File: src/t2rc_pkg.sv
package t2rc_pkg;
   // ------------------------------------------------------------
   // Register offsets
   // ------------------------------------------------------------
   localparam logic [7:0] ADDR_CONTROL = 8'hc8;
   localparam logic [7:0] ADDR_RELOAD_LOW = 8'hca;
   localparam logic [7:0] ADDR_RELOAD_HIGH = 8'hcb;
   localparam logic [7:0] ADDR_COUNT_LOW = 8'hcc;
   localparam logic [7:0] ADDR_COUNT_HIGH = 8'hcd;
   localparam logic [7:0] ADDR_OUTPUT_CTRL = 8'ha6;
   localparam logic [7:0] ADDR_IRQ_STATUS = 8'hd0;
   localparam logic [7:0] ADDR_IRQ_MASK = 8'hd1;
   // ------------------------------------------------------------
   // Control register bit positions
   // ------------------------------------------------------------
   localparam int BIT_OVF = 7;
   localparam int BIT_EXTF = 6;
   localparam int BIT_RXCLK = 5;
   localparam int BIT_TXCLK = 4;
   localparam int BIT_EXTEN = 3;
   localparam int BIT_RUN = 2;
   localparam int BIT_CT = 1;
   localparam int BIT_CAP = 0;
   // Output control fields
   localparam int BIT_INSEL = 7;
   localparam int DUTY_LSB = 3;
   localparam int DUTY_MSB = 5;
   // Interrupt status bits
   localparam int IRQ_OVF = 0;
   localparam int IRQ_EXT = 1;
   localparam int IRQ_BITS = 2;
   // Reset values and misc
   localparam logic [7:0] RESET_BYTE = 8'h00;
   localparam logic [1:0] PIN_MODE_WAVE = 2'h3;
   localparam int SLOW_DIV = 16;
   localparam int TIMER_PRESCALE = 2;
   // Duty field codes
   localparam logic [2:0] DUTY_HALF = 3'h0;
   localparam logic [2:0] DUTY_THIRD = 3'h1;
   localparam logic [2:0] DUTY_QUARTER = 3'h2;
   localparam logic [2:0] DUTY_TWO_THIRDS = 3'h5;
   localparam logic [2:0] DUTY_THREE_QUARTERS = 3'h6;
endpackage

File: src/t2rc_wave.sv
module t2rc_wave
   import t2rc_pkg::*;
(
   // Clock and reset
   input wire logic core_clk,
   input wire logic sys_rst,
   // Overflow events and duty code
   input wire logic ovfPulse,
   input wire logic [2:0] dutyCode,
   // Waveform
   output logic waveLevel
);
   logic [1:0] phase;
   logic [1:0] period;
   logic [1:0] highPhases;

   // ------------------------------------------------------------
   // Decode of the duty field
   // ------------------------------------------------------------
   // Unlisted codes fall back to half duty so the pin never sticks
   always_comb begin
      case (dutyCode)
         DUTY_THIRD: begin
            period = 2'h2;
            highPhases = 2'h1;
         end
         DUTY_QUARTER: begin
            period = 2'h3;
            highPhases = 2'h1;
         end
         DUTY_TWO_THIRDS: begin
            period = 2'h2;
            highPhases = 2'h2;
         end
         DUTY_THREE_QUARTERS: begin
            period = 2'h3;
            highPhases = 2'h3;
         end
         default: begin
            period = 2'h1;
            highPhases = 2'h1;
         end
      endcase
   end

   // ------------------------------------------------------------
   // Phase counter stepped by overflow
   // ------------------------------------------------------------
   // phase per overflow
   always_ff @(posedge core_clk) begin
      if (sys_rst) begin
         phase <= 2'h0;
      end else if (ovfPulse) begin
         if (phase >= period) begin
            phase <= 2'h0;
         end else begin
            phase <= phase + 2'h1;
         end
      end
   end

   always_ff @(posedge core_clk) begin
      if (sys_rst) begin
         waveLevel <= 1'b0;
      end else begin
         waveLevel <= (phase < highPhases);
      end
   end
endmodule

File: src/t2rc_timer.sv
module t2rc_timer
   import t2rc_pkg::*;
#(
   parameter int COUNT_WIDTH = 16
)(
   // Clock and reset
   input wire logic core_clk,
   input wire logic sys_rst,
   // Register port
   input wire logic [7:0] regAddr,
   input wire logic [7:0] regWdata,
   input wire logic regWrite,
   input wire logic regRead,
   output logic [7:0] regRdata,
   // External pins and clocks
   input wire logic countPin,
   input wire logic triggerPin,
   input wire logic slowClock,
   input wire logic [1:0] portPinMode,
   // Waveform pin
   output logic wavePinOut,
   output logic wavePinOe,
   // UART baud clocks
   output logic uartTxBaud,
   output logic uartRxBaud,
   // Interrupt
   output logic irq
);
   logic [7:0] control;
   logic [7:0] outCtrl;
   logic [COUNT_WIDTH-1:0] count;
   logic [COUNT_WIDTH-1:0] reload;
   logic [IRQ_BITS-1:0] irqStatus;
   logic [IRQ_BITS-1:0] irqMask;
   logic countPrev, trigPrev, slowPrev;
   logic [3:0] slowDiv;
   logic slowTick;
   logic halfTick;
   logic waveLevel;
   logic incEvent, trigEdge, ovf, baudMode, doReload, doCapture;
   logic [COUNT_WIDTH-1:0] next_count;

   // ------------------------------------------------------------
   // Edge detection on the synchronous pin inputs
   // ------------------------------------------------------------
   always_ff @(posedge core_clk) begin
      if (sys_rst) begin
         countPrev <= 1'b0;
         trigPrev <= 1'b0;
         slowPrev <= 1'b0;
      end else begin
         countPrev <= countPin;
         trigPrev <= triggerPin;
         slowPrev <= slowClock;
      end
   end

   // Slow clock divided by 16; valid only if core clock is fast enough
   // sampling assumption
   always_ff @(posedge core_clk) begin
      if (sys_rst) begin
         slowDiv <= 4'h0;
      end else if (slowPrev && !slowClock) begin
         slowDiv <= slowDiv + 4'h1;
      end
   end
   assign slowTick = slowPrev && !slowClock &&
      (slowDiv == 4'(SLOW_DIV - 1));

   // Divide-by-two enable for timer mode
   always_ff @(posedge core_clk) begin
      if (sys_rst) begin
         halfTick <= 1'b0;
      end else begin
         halfTick <= !halfTick;
      end
   end

   // ------------------------------------------------------------
   // Count event selection
   // ------------------------------------------------------------
   // run and source
   always_comb begin
      if (!control[BIT_RUN]) begin
         incEvent = 1'b0;
      end else if (!control[BIT_CT]) begin
         incEvent = halfTick;
      end else if (outCtrl[BIT_INSEL]) begin
         incEvent = slowTick;
      end else begin
         incEvent = countPrev && !countPin;
      end
   end

   assign baudMode = control[BIT_RXCLK] | control[BIT_TXCLK];
   assign trigEdge = control[BIT_EXTEN] && trigPrev && !triggerPin;
   assign ovf = incEvent && (count == {COUNT_WIDTH{1'b1}});
   assign doCapture = trigEdge && control[BIT_CAP] && !baudMode;
   assign doReload = ovf && (baudMode || !control[BIT_CAP]) ||
      trigEdge && !control[BIT_CAP] && !baudMode;

   // ------------------------------------------------------------
   // Running count
   // ------------------------------------------------------------
   always_comb begin
      next_count = count;
      if (doReload) begin
         next_count = reload;
      end else if (incEvent) begin
         next_count = count + 1'b1;
      end
   end

   always_ff @(posedge core_clk) begin
      if (sys_rst) begin
         count <= '0;
      end else if (regWrite && regAddr == ADDR_COUNT_LOW) begin
         count <= {count[COUNT_WIDTH-1:8], regWdata};
      end else if (regWrite && regAddr == ADDR_COUNT_HIGH) begin
         count <= {regWdata, count[7:0]};
      end else begin
         count <= next_count;
      end
   end

   always_ff @(posedge core_clk) begin
      if (sys_rst) begin
         reload <= '0;
      end else if (doCapture) begin
         reload <= count;
      end else if (regWrite && regAddr == ADDR_RELOAD_LOW) begin
         reload <= {reload[COUNT_WIDTH-1:8], regWdata};
      end else if (regWrite && regAddr == ADDR_RELOAD_HIGH) begin
         reload <= {regWdata, reload[7:0]};
      end
   end

   // ------------------------------------------------------------
   // Control register with hardware flags
   // ------------------------------------------------------------
   // Flag set wins over a software clear in the same cycle
   always_ff @(posedge core_clk) begin
      if (sys_rst) begin
         control <= RESET_BYTE;
      end else begin
         if (regWrite && regAddr == ADDR_CONTROL) begin
            control <= regWdata;
         end
         if (ovf && !baudMode) begin
            control[BIT_OVF] <= 1'b1;
         end
         if (trigEdge && !baudMode) begin
            control[BIT_EXTF] <= 1'b1;
         end
      end
   end

   always_ff @(posedge core_clk) begin
      if (sys_rst) begin
         outCtrl <= RESET_BYTE;
      end else if (regWrite && regAddr == ADDR_OUTPUT_CTRL) begin
         outCtrl <= regWdata;
      end
   end

   // ------------------------------------------------------------
   // Interrupt status and mask
   // ------------------------------------------------------------
   always_ff @(posedge core_clk) begin
      if (sys_rst) begin
         irqStatus <= '0;
      end else begin
         for (int i = 0; i < IRQ_BITS; i++) begin
            if ((i == IRQ_OVF && ovf && !baudMode) ||
                (i == IRQ_EXT && trigEdge && !baudMode)) begin
               irqStatus[i] <= 1'b1;
            end else if (regWrite && regAddr == ADDR_IRQ_STATUS &&
                         regWdata[i]) begin
               irqStatus[i] <= 1'b0;
            end
         end
      end
   end

   always_ff @(posedge core_clk) begin
      if (sys_rst) begin
         irqMask <= '0;
      end else if (regWrite && regAddr == ADDR_IRQ_MASK) begin
         irqMask <= regWdata[IRQ_BITS-1:0];
      end
   end

   // Registered output lags the status bit by one cycle
   always_ff @(posedge core_clk) begin
      if (sys_rst) begin
         irq <= 1'b0;
      end else begin
         irq <= |(irqStatus & irqMask);
      end
   end

   // ------------------------------------------------------------
   // Register read port
   // ------------------------------------------------------------
   always_ff @(posedge core_clk) begin
      if (sys_rst) begin
         regRdata <= RESET_BYTE;
      end else if (regRead) begin
         case (regAddr)
            ADDR_CONTROL: regRdata <= control;
            ADDR_RELOAD_LOW: regRdata <= reload[7:0];
            ADDR_RELOAD_HIGH: regRdata <= reload[COUNT_WIDTH-1:8];
            ADDR_COUNT_LOW: regRdata <= count[7:0];
            ADDR_COUNT_HIGH: regRdata <= count[COUNT_WIDTH-1:8];
            ADDR_OUTPUT_CTRL: regRdata <= outCtrl;
            ADDR_IRQ_STATUS: regRdata <= {6'h00, irqStatus};
            ADDR_IRQ_MASK: regRdata <= {6'h00, irqMask};
            default: regRdata <= RESET_BYTE;
         endcase
      end else begin
         regRdata <= RESET_BYTE;
      end
   end

   // ------------------------------------------------------------
   // UART baud clocks and waveform pin
   // ------------------------------------------------------------
   // receive baud only when selected; else the other timer feeds UART
   always_ff @(posedge core_clk) begin
      if (sys_rst) begin
         uartTxBaud <= 1'b0;
         uartRxBaud <= 1'b0;
      end else begin
         uartTxBaud <= ovf && control[BIT_TXCLK];
         uartRxBaud <= ovf && control[BIT_RXCLK];
      end
   end

   t2rc_wave u_wave (
      .core_clk(core_clk),
      .sys_rst(sys_rst),
      .ovfPulse(ovf),
      .dutyCode(outCtrl[DUTY_MSB:DUTY_LSB]),
      .waveLevel(waveLevel)
   );

   always_ff @(posedge core_clk) begin
      if (sys_rst) begin
         wavePinOut <= 1'b0;
         wavePinOe <= 1'b0;
      end else begin
         wavePinOe <= (portPinMode == PIN_MODE_WAVE);
         wavePinOut <= (portPinMode == PIN_MODE_WAVE) && waveLevel;
      end
   end

   // ------------------------------------------------------------
   // Assertions
   // ------------------------------------------------------------
   property p_ovf_flag;
      @(posedge core_clk) disable iff (sys_rst)
         ovf && !baudMode |=> control[BIT_OVF];
   endproperty
   a_ovf_flag: assert property (p_ovf_flag)
      else $error("overflow flag not set");

   property p_no_flag_baud;
      @(posedge core_clk) disable iff (sys_rst)
         baudMode && !control[BIT_OVF] && !regWrite |=> !control[BIT_OVF];
   endproperty
   a_no_flag_baud: assert property (p_no_flag_baud)
      else $error("overflow flag set in baud mode");

   property p_ext_flag;
      @(posedge core_clk) disable iff (sys_rst)
         trigEdge && !baudMode |=> control[BIT_EXTF];
   endproperty
   a_ext_flag: assert property (p_ext_flag)
      else $error("external flag not set");

   property p_rx_baud;
      @(posedge core_clk) disable iff (sys_rst)
         !control[BIT_RXCLK] |=> !uartRxBaud;
   endproperty
   a_rx_baud: assert property (p_rx_baud)
      else $error("receive baud without select");

   property p_stop;
      @(posedge core_clk) disable iff (sys_rst)
         !control[BIT_RUN] && !regWrite && !trigEdge |=> $stable(count);
   endproperty
   a_stop: assert property (p_stop)
      else $error("count moved while stopped");

   property p_reload;
      @(posedge core_clk) disable iff (sys_rst)
         ovf && baudMode && !regWrite |=> count == $past(reload);
   endproperty
   a_reload: assert property (p_reload)
      else $error("no reload on overflow");

   property p_capture;
      @(posedge core_clk) disable iff (sys_rst)
         doCapture |=> reload == $past(count);
   endproperty
   a_capture: assert property (p_capture)
      else $error("capture missed");

   property p_pin_gate;
      @(posedge core_clk) disable iff (sys_rst)
         portPinMode != PIN_MODE_WAVE |=> !wavePinOe && !wavePinOut;
   endproperty
   a_pin_gate: assert property (p_pin_gate)
      else $error("waveform outside mode 3");

   property p_irq;
      @(posedge core_clk) disable iff (sys_rst)
         |(irqStatus & irqMask) |=> irq;
   endproperty
   a_irq: assert property (p_irq)
      else $error("interrupt not raised");

   c_ovf: cover property (@(posedge core_clk) ovf);
   c_capture: cover property (@(posedge core_clk) doCapture);
   c_trig_reload: cover property (@(posedge core_clk)
      trigEdge && doReload);
   c_wave: cover property (@(posedge core_clk) wavePinOut);
endmodule

File: config.mk
export PLATFORM = sky130hd
export DESIGN_NAME = t2rc_timer
export DESIGN_NICKNAME = d
export VERILOG_FILES = /design/src/t2rc_pkg.sv /design/src/t2rc_wave.sv /design/src/t2rc_timer.sv
export SDC_FILE = /design/constraint.sdc
export NUM_CORES = 1
export LEC_CHECK = 0
export ABC_AREA = 1
export ABC_CLOCK_PERIOD_IN_PS = 5550
export BUFFER_PORTS_ARGS = -buffer_cell sky130_fd_sc_hd__clkbuf_2
export CORE_MARGIN = 2
export CORE_UTILIZATION = 46
export CTS_BUF_LIST = sky130_fd_sc_hd__clkbuf_8
export DETAILED_ROUTE_END_ITERATION = 10
export SLEW_MARGIN = 20
export SYNTH_ARGS = -nofsm -noshare
export SYNTH_HDL_FRONTEND = slang
export SYNTH_HIERARCHICAL = 1
export SYNTH_SLANG_ARGS = --single-unit
File: constraint.sdc
create_clock -name core_clk -period 5.55 [get_ports core_clk]
set_clock_uncertainty 0.15 [all_clocks]
set_input_delay 0.555 -clock core_clk [delete_from_list [all_inputs] [get_ports core_clk]]
set_output_delay 0.555 -clock core_clk [all_outputs]
set_load 0.005 [all_outputs]
=== Yosys cells after proc, flatten, opt, wreduce, memory -nomap -nowiden ===
Cells that the tools add are included.

* Register bits after elaboration: 76
* Bits of input ports: 25
* Output and inout bits: 13
* Word-level logic and storage cells: 120

* Add/sub/neg operators: 3
* Magnitude comparators: 2
* Equal/unequal tests: 17
* Multiplexer cells: 21
* Bitwise logic cells: 4
* Reduce and logical (&&, ||, !) cells: 49

{| class="wikitable"
|+ Operators by type and width
! operator !! number
|-
| $mux W16 || 6
|-
| $eq A8 B8 Y1 const B || 8
|-
| $pmux W8 S8 || 1
|-
| $logic_and A1 B1 Y1 || 26
|-
| $add A16 B1 Y16 const B || 1
|-
| $eq A16 B16 Y1 const B || 1
|-
| $mux W8 || 2
|-
| $reduce_bool A2 Y1 || 6
|-
| $mux W1 || 9
|-
| $pmux W2 S2 || 2
|-
| $reduce_or A2 Y1 || 4
|-
| $eq A3 B3 Y1 const B || 2
|-
| $logic_not A1 Y1 || 6
|-
| $reduce_and A2 Y1 || 3
|-
| $reduce_bool A3 Y1 || 2
|-
| $add A4 B1 Y4 const B || 1
|-
| $eq A4 B4 Y1 const B || 1
|-
| $ne A2 B2 Y1 const B || 2
|-
| $eq A3 B1 Y1 const B || 1
|-
| $eq A3 B2 Y1 const B || 1
|-
| $add A2 B1 Y2 const B || 1
|-
| $and A2 B2 Y2 || 1
|-
| $eq A2 B2 Y1 const B || 1
|-
| $ge A2 B2 Y1 || 1
|-
| other kinds (5) || 7
|}

=== Depth between registers and ports, before layout ===
* Depth in word-level cells: 12
* Depth in mapped cells: 13
* Gate-level depth less buffers: 12

=== By module ===
Netlist, hierarchy kept.

{| class="wikitable"
|+ By module, submodules not included
! module !! times used !! cells each !! area each (µm²) !! seq. area each (µm²)
|-
| t2rc_timer || 1 || 626 || 4186.5 || 1461.4
|-
| t2rc_wave || 1 || 34 || 216.5 || 60.1
|}

=== Worst setup path after synthesis ===
Ideal clock, no wire load.

* Path kind: input to register
* Start: input regAddr[7]
* End: register reload[12]
* Setup time: 129 ps
* Arrival: 1631 ps
* Data required time: 5271 ps
* Setup slack: 3640 ps
* Stages: 9
* Path buffers: 0
* Cells stage by stage: nand2_1 -> inv_2 -> nand3_2 -> inv_2 -> nand2_1 -> o21ai_2 -> nor3_4 -> a21oi_1 -> nor2_1

* Longest elaborated chain between the ends: 4
* Elaborated cells on any way between the ends: 7
* Those cells by class: 3 x eq/ne; 4 x reduce/logical

{| class="wikitable"
|+ Ends and longest elaborated chain
! item !! line !! source
|-
| start, declared || t2rc_timer.sv:10 || <nowiki>input wire logic [7:0] regAddr,</nowiki>
|-
| $eq A8 B8 Y1, on equally long branches || t2rc_timer.sv:131, t2rc_timer.sv:133 ||
|-
| $logic_and A1 B1 Y1, on equally long branches || t2rc_timer.sv:131, t2rc_timer.sv:133 ||
|-
| $ne A2 B2 Y1 (no line) or $reduce_bool A2 Y1 (tied branches) || -- ||
|-
| $reduce_and A2 Y1 (no line) (*) || -- ||
|-
| end signal, assigned || t2rc_timer.sv:130 || <nowiki>reload <= count;</nowiki>
|-
| end signal, assigned || t2rc_timer.sv:132 || <nowiki>reload <= {reload[COUNT_WIDTH-1:8], regWdata};</nowiki>
|-
| end signal, assigned || t2rc_timer.sv:134 || <nowiki>reload <= {regWdata, reload[7:0]};</nowiki>
|-
| end, declared || t2rc_timer.sv:32 || <nowiki>logic [COUNT_WIDTH-1:0] reload;</nowiki>
|}

Mark *: on every way between the ends. The rest lies on a longest branch, timed or not.
A chain may end at the register's enable or synchronous reset.

=== Worst setup path in the final report ===
* Start: register control[4]
* End: register reload[9]

* Longest elaborated chain between the ends: 5
* Elaborated cells on any way between the ends: 7
* Those cells by class: 1 x eq/ne; 1 x mux; 1 x bitwise; 4 x reduce/logical

{| class="wikitable"
|+ Ends and longest elaborated chain
! item !! line !! source
|-
| start, declared || t2rc_timer.sv:29 || <nowiki>logic [7:0] control;</nowiki>
|-
| start signal, assigned || t2rc_timer.sv:147 || <nowiki>control <= regWdata;</nowiki>
|-
| $or A1 B1 Y1 (*) || t2rc_timer.sv:95 || <nowiki>assign baudMode = control[BIT_RXCLK] | control[BIT_TXCLK];</nowiki>
|-
| $logic_not A1 Y1 (*) || t2rc_timer.sv:98 || <nowiki>assign doCapture = trigEdge && control[BIT_CAP] && !baudMode;</nowiki>
|-
| $logic_and A1 B1 Y1 (*) || t2rc_timer.sv:98 ||
|-
| $ne A2 B2 Y1 (no line) or $reduce_bool A2 Y1 (tied branches) || -- ||
|-
| $reduce_and A2 Y1 (no line) || -- ||
|}

Marks and branches as above.

==> run metrics <==
status finished, final reports clean; RePlAce Congestion 0.9574; Yosys cell types 43; DRT Pass-1 Iters 6; Clock Latency Late Sink 0.36 ns; Clk network pwr share 0.403; CTS tree yes; clock sinks 76; largest net degree at the start of global routing 45; CP dominant cell by count nand2_1; Async S/R FF share, synth 0; Tightest Pin Transition 0.7957 ns; CTS max path bufs 2; detailed placement HPWL 10.63 mm; Post-Route WL 13.93 mm; die height 101.8 um; Die Width 101.8 um; 1st-iter DRT viols 426; FMAX 423.3 MHz; Slowest-stage cell, CP nand2_1; post-synth net total 690; DR DRC count 0; quantity of gates resized following cts 0; DR vias/cell 5.523; grt total ovfl 0; worst hold path class in2reg; leakage 1.964 nW; Worst Path Required 5.70 ns; largest incremental delay on the critical path 0.54 ns; CTS Root Cell clkbuf_8; cts bufs inserted 9; worst-path fanout max 21; switching power 257.6 uW; setup ws final 3.188 ns; maximum vdd ir drop 0.1082 mV; pwr dens 209.5 nW/um^2; minimum clock period 2.362 ns; ant diodes 0; dominant cell type by area after synthesis dfxtp_1; Gate power share 0.056; first-pass GRT wire length 21.89 mm; final slew viol count 0; top-count cell post-synth nand2_1; proportion of power drawn by flip-flops and latches 0.541; switching share of power 0.2532; CP top delay family simple AND/OR/NAND/NOR gates; #FFs+latches synth 76; Yosys top cell area share 0.3456; CTS clock-pin slew for the worst setup and hold paths 0.09 ns; Worst setup EP type flip-flop; WP data arrival 2.51 ns; Port Buf Inserts 37; vias in the first global route 4088; startpoint types flip-flop; top_reg_cell synth dfxtp_1; non-filler cells, final 824; synthesis warning total 6; DR vias 4551; WS Path Type reg2reg; CP Buf/Inv Count 1; RSZ-0062 raised after global routing false; setup TNS 0 ns; P&R area growth vs syn 10.29%; core area 9284 um^2; IO Count 38; Area contributors post-synth dfxtp_1 35%, nand2_1 10%, inv_1 8.5%; CP cell instances inv_1, nand2_1, nor2_1, nand2_1, o21ai_2, nor3_4, nand2_1, a21oi_1; fraction of layout cells with a size suffix above 1 0.1353; Cells after DPL 808; Starting Density 0.4743; pre-CTS setup slack 2.972 ns; synthesized area 4403 um^2; final hold violation count 0; relative slew slack 0.4639; sequential cell area fraction in the yosys report 0.3456; Tcrit/Tclk final 0.4256; Post-CTS Setup Bufs 0; nets 720; initial antenna violation count 0; WL/cell 16.90 um; Pint 759.6 uW; hold_buf cts 0; Total Routing Usage GR 0.2802; Routed Antenna Nets 0; synthesized area per cell 6.671 um^2; EDFF count, synth 0; CTS H-tree lvls 3; die area 10370 um^2; Synth Instances 660; final setup vio count 0; Post-synth top cells 121 x nand2_1, 100 x inv_1, 76 x dfxtp_1, 68 x nor2_1, 61 x nand3_1; FP Rows 35; # Max-Cap Violations 0
==> metal layers <==
metal / up-vias / GRT usage / wire length, um
met2: 198 / 0.4408 / 6294
met5: - / 0 / 0
met1: 2079 / 0.3993 / 6140
met3: 29 / 0.03557 / 1168
li1: 2245 / - / -
met4: 0 / 0.09333 / 325
==> logic make-up (layout without fill, tap and decap cells) <==
family | Yosys count | after routing | share of synthesized area
xor gates and xnor gates | 10 | 10 | 0.01989
adders and majority gates | 5 | 5 | 0.01421
and+or+nand+nor | 310 | 310 | 0.3339
AOI/OAI and AO/OA | 129 | 129 | 0.1714
DFF | 76 | 76 | 0.3456
buffers and inverters | 130 | 165 | 0.1151
==> flip-flops by register name (all words and copies together), names as in the netlist, 2 cells and up <==
| signal | cells |
|---|---|
| count | 16 |
| regRdata | 8 |
| irqStatus | 2 |
| reload | 16 |
| outCtrl | 8 |
| u_wave/phase | 2 |
| slowDiv | 4 |
| control | 8 |
| irqMask | 2 |
==> worst min-delay path, cell delays in order <==
cell	delay [ns]
clkbuf_2	0.09
inv_1	0.05
nor2_1	0.03
==> per-stage QoR <==
stage                     instance area (um^2)  total power [mW]  hold slack [ns]  utilization
after floorplan                           4403            0.5920           0.2371            -
after global placement                    4667            0.6188           0.2466       0.5027
after detailed placement                  4667            0.6194           0.2570       0.5027
after CTS                                 4856             1.021           0.2484       0.5230
after global routing                      4856             1.051           0.2484       0.5230
final                                     4856             1.017           0.2511       0.5230
==> power by group through the flow <==
stage | clock network [mW] | logic [mW] | registers, mW
6_report | 0.410 | 0.0567 | 0.551
3_3_place_gp | 0 | 0.0552 | 0.564
4_1_cts | 0.414 | 0.0559 | 0.551
2_1_floorplan | 0 | 0.0288 | 0.563
3_5_place_dp | 0 | 0.0557 | 0.564
5_1_grt | 0.437 | 0.0625 | 0.552
==> placed cells by master (no fill, tap or decap), drive strengths merged, types with 19 or more instances in the layout <==
cell    synthesis  routed
clkbuf         11      49
nand3          66      66
a21oi          54      54
o21ai          31      31
dfxtp          76      76
o22ai          30      30
nand2         128     128
inv           110     111
nor2           74      74
nor3           19      19
==> final timing paths <==
kind | from | to | slack (ns) | depth (start not counted)
setup reg to reg | control[4] | reload[9] | 3.19 | 8
hold reg to reg | halfTick | halfTick | 0.27 | 1
hold / removal | countPin | countPrev | 0.25 | 3
setup / recovery | control[4] | reload[9] | 3.19 | 8
==> cell type report <==
class                           count  area, um^2
Multi-Input combinational cell    454        2375
Fill cell                        1010        4428
Sequential cell                    76        1521
Inverter                          111       416.7
Tap cell                          129       161.4
Clock inverter                      4       23.77
Timing Repair Buffer               38       192.7
Clock buffer                       12       165.2
Note: power is estimated with default switching activity, not from simulation.
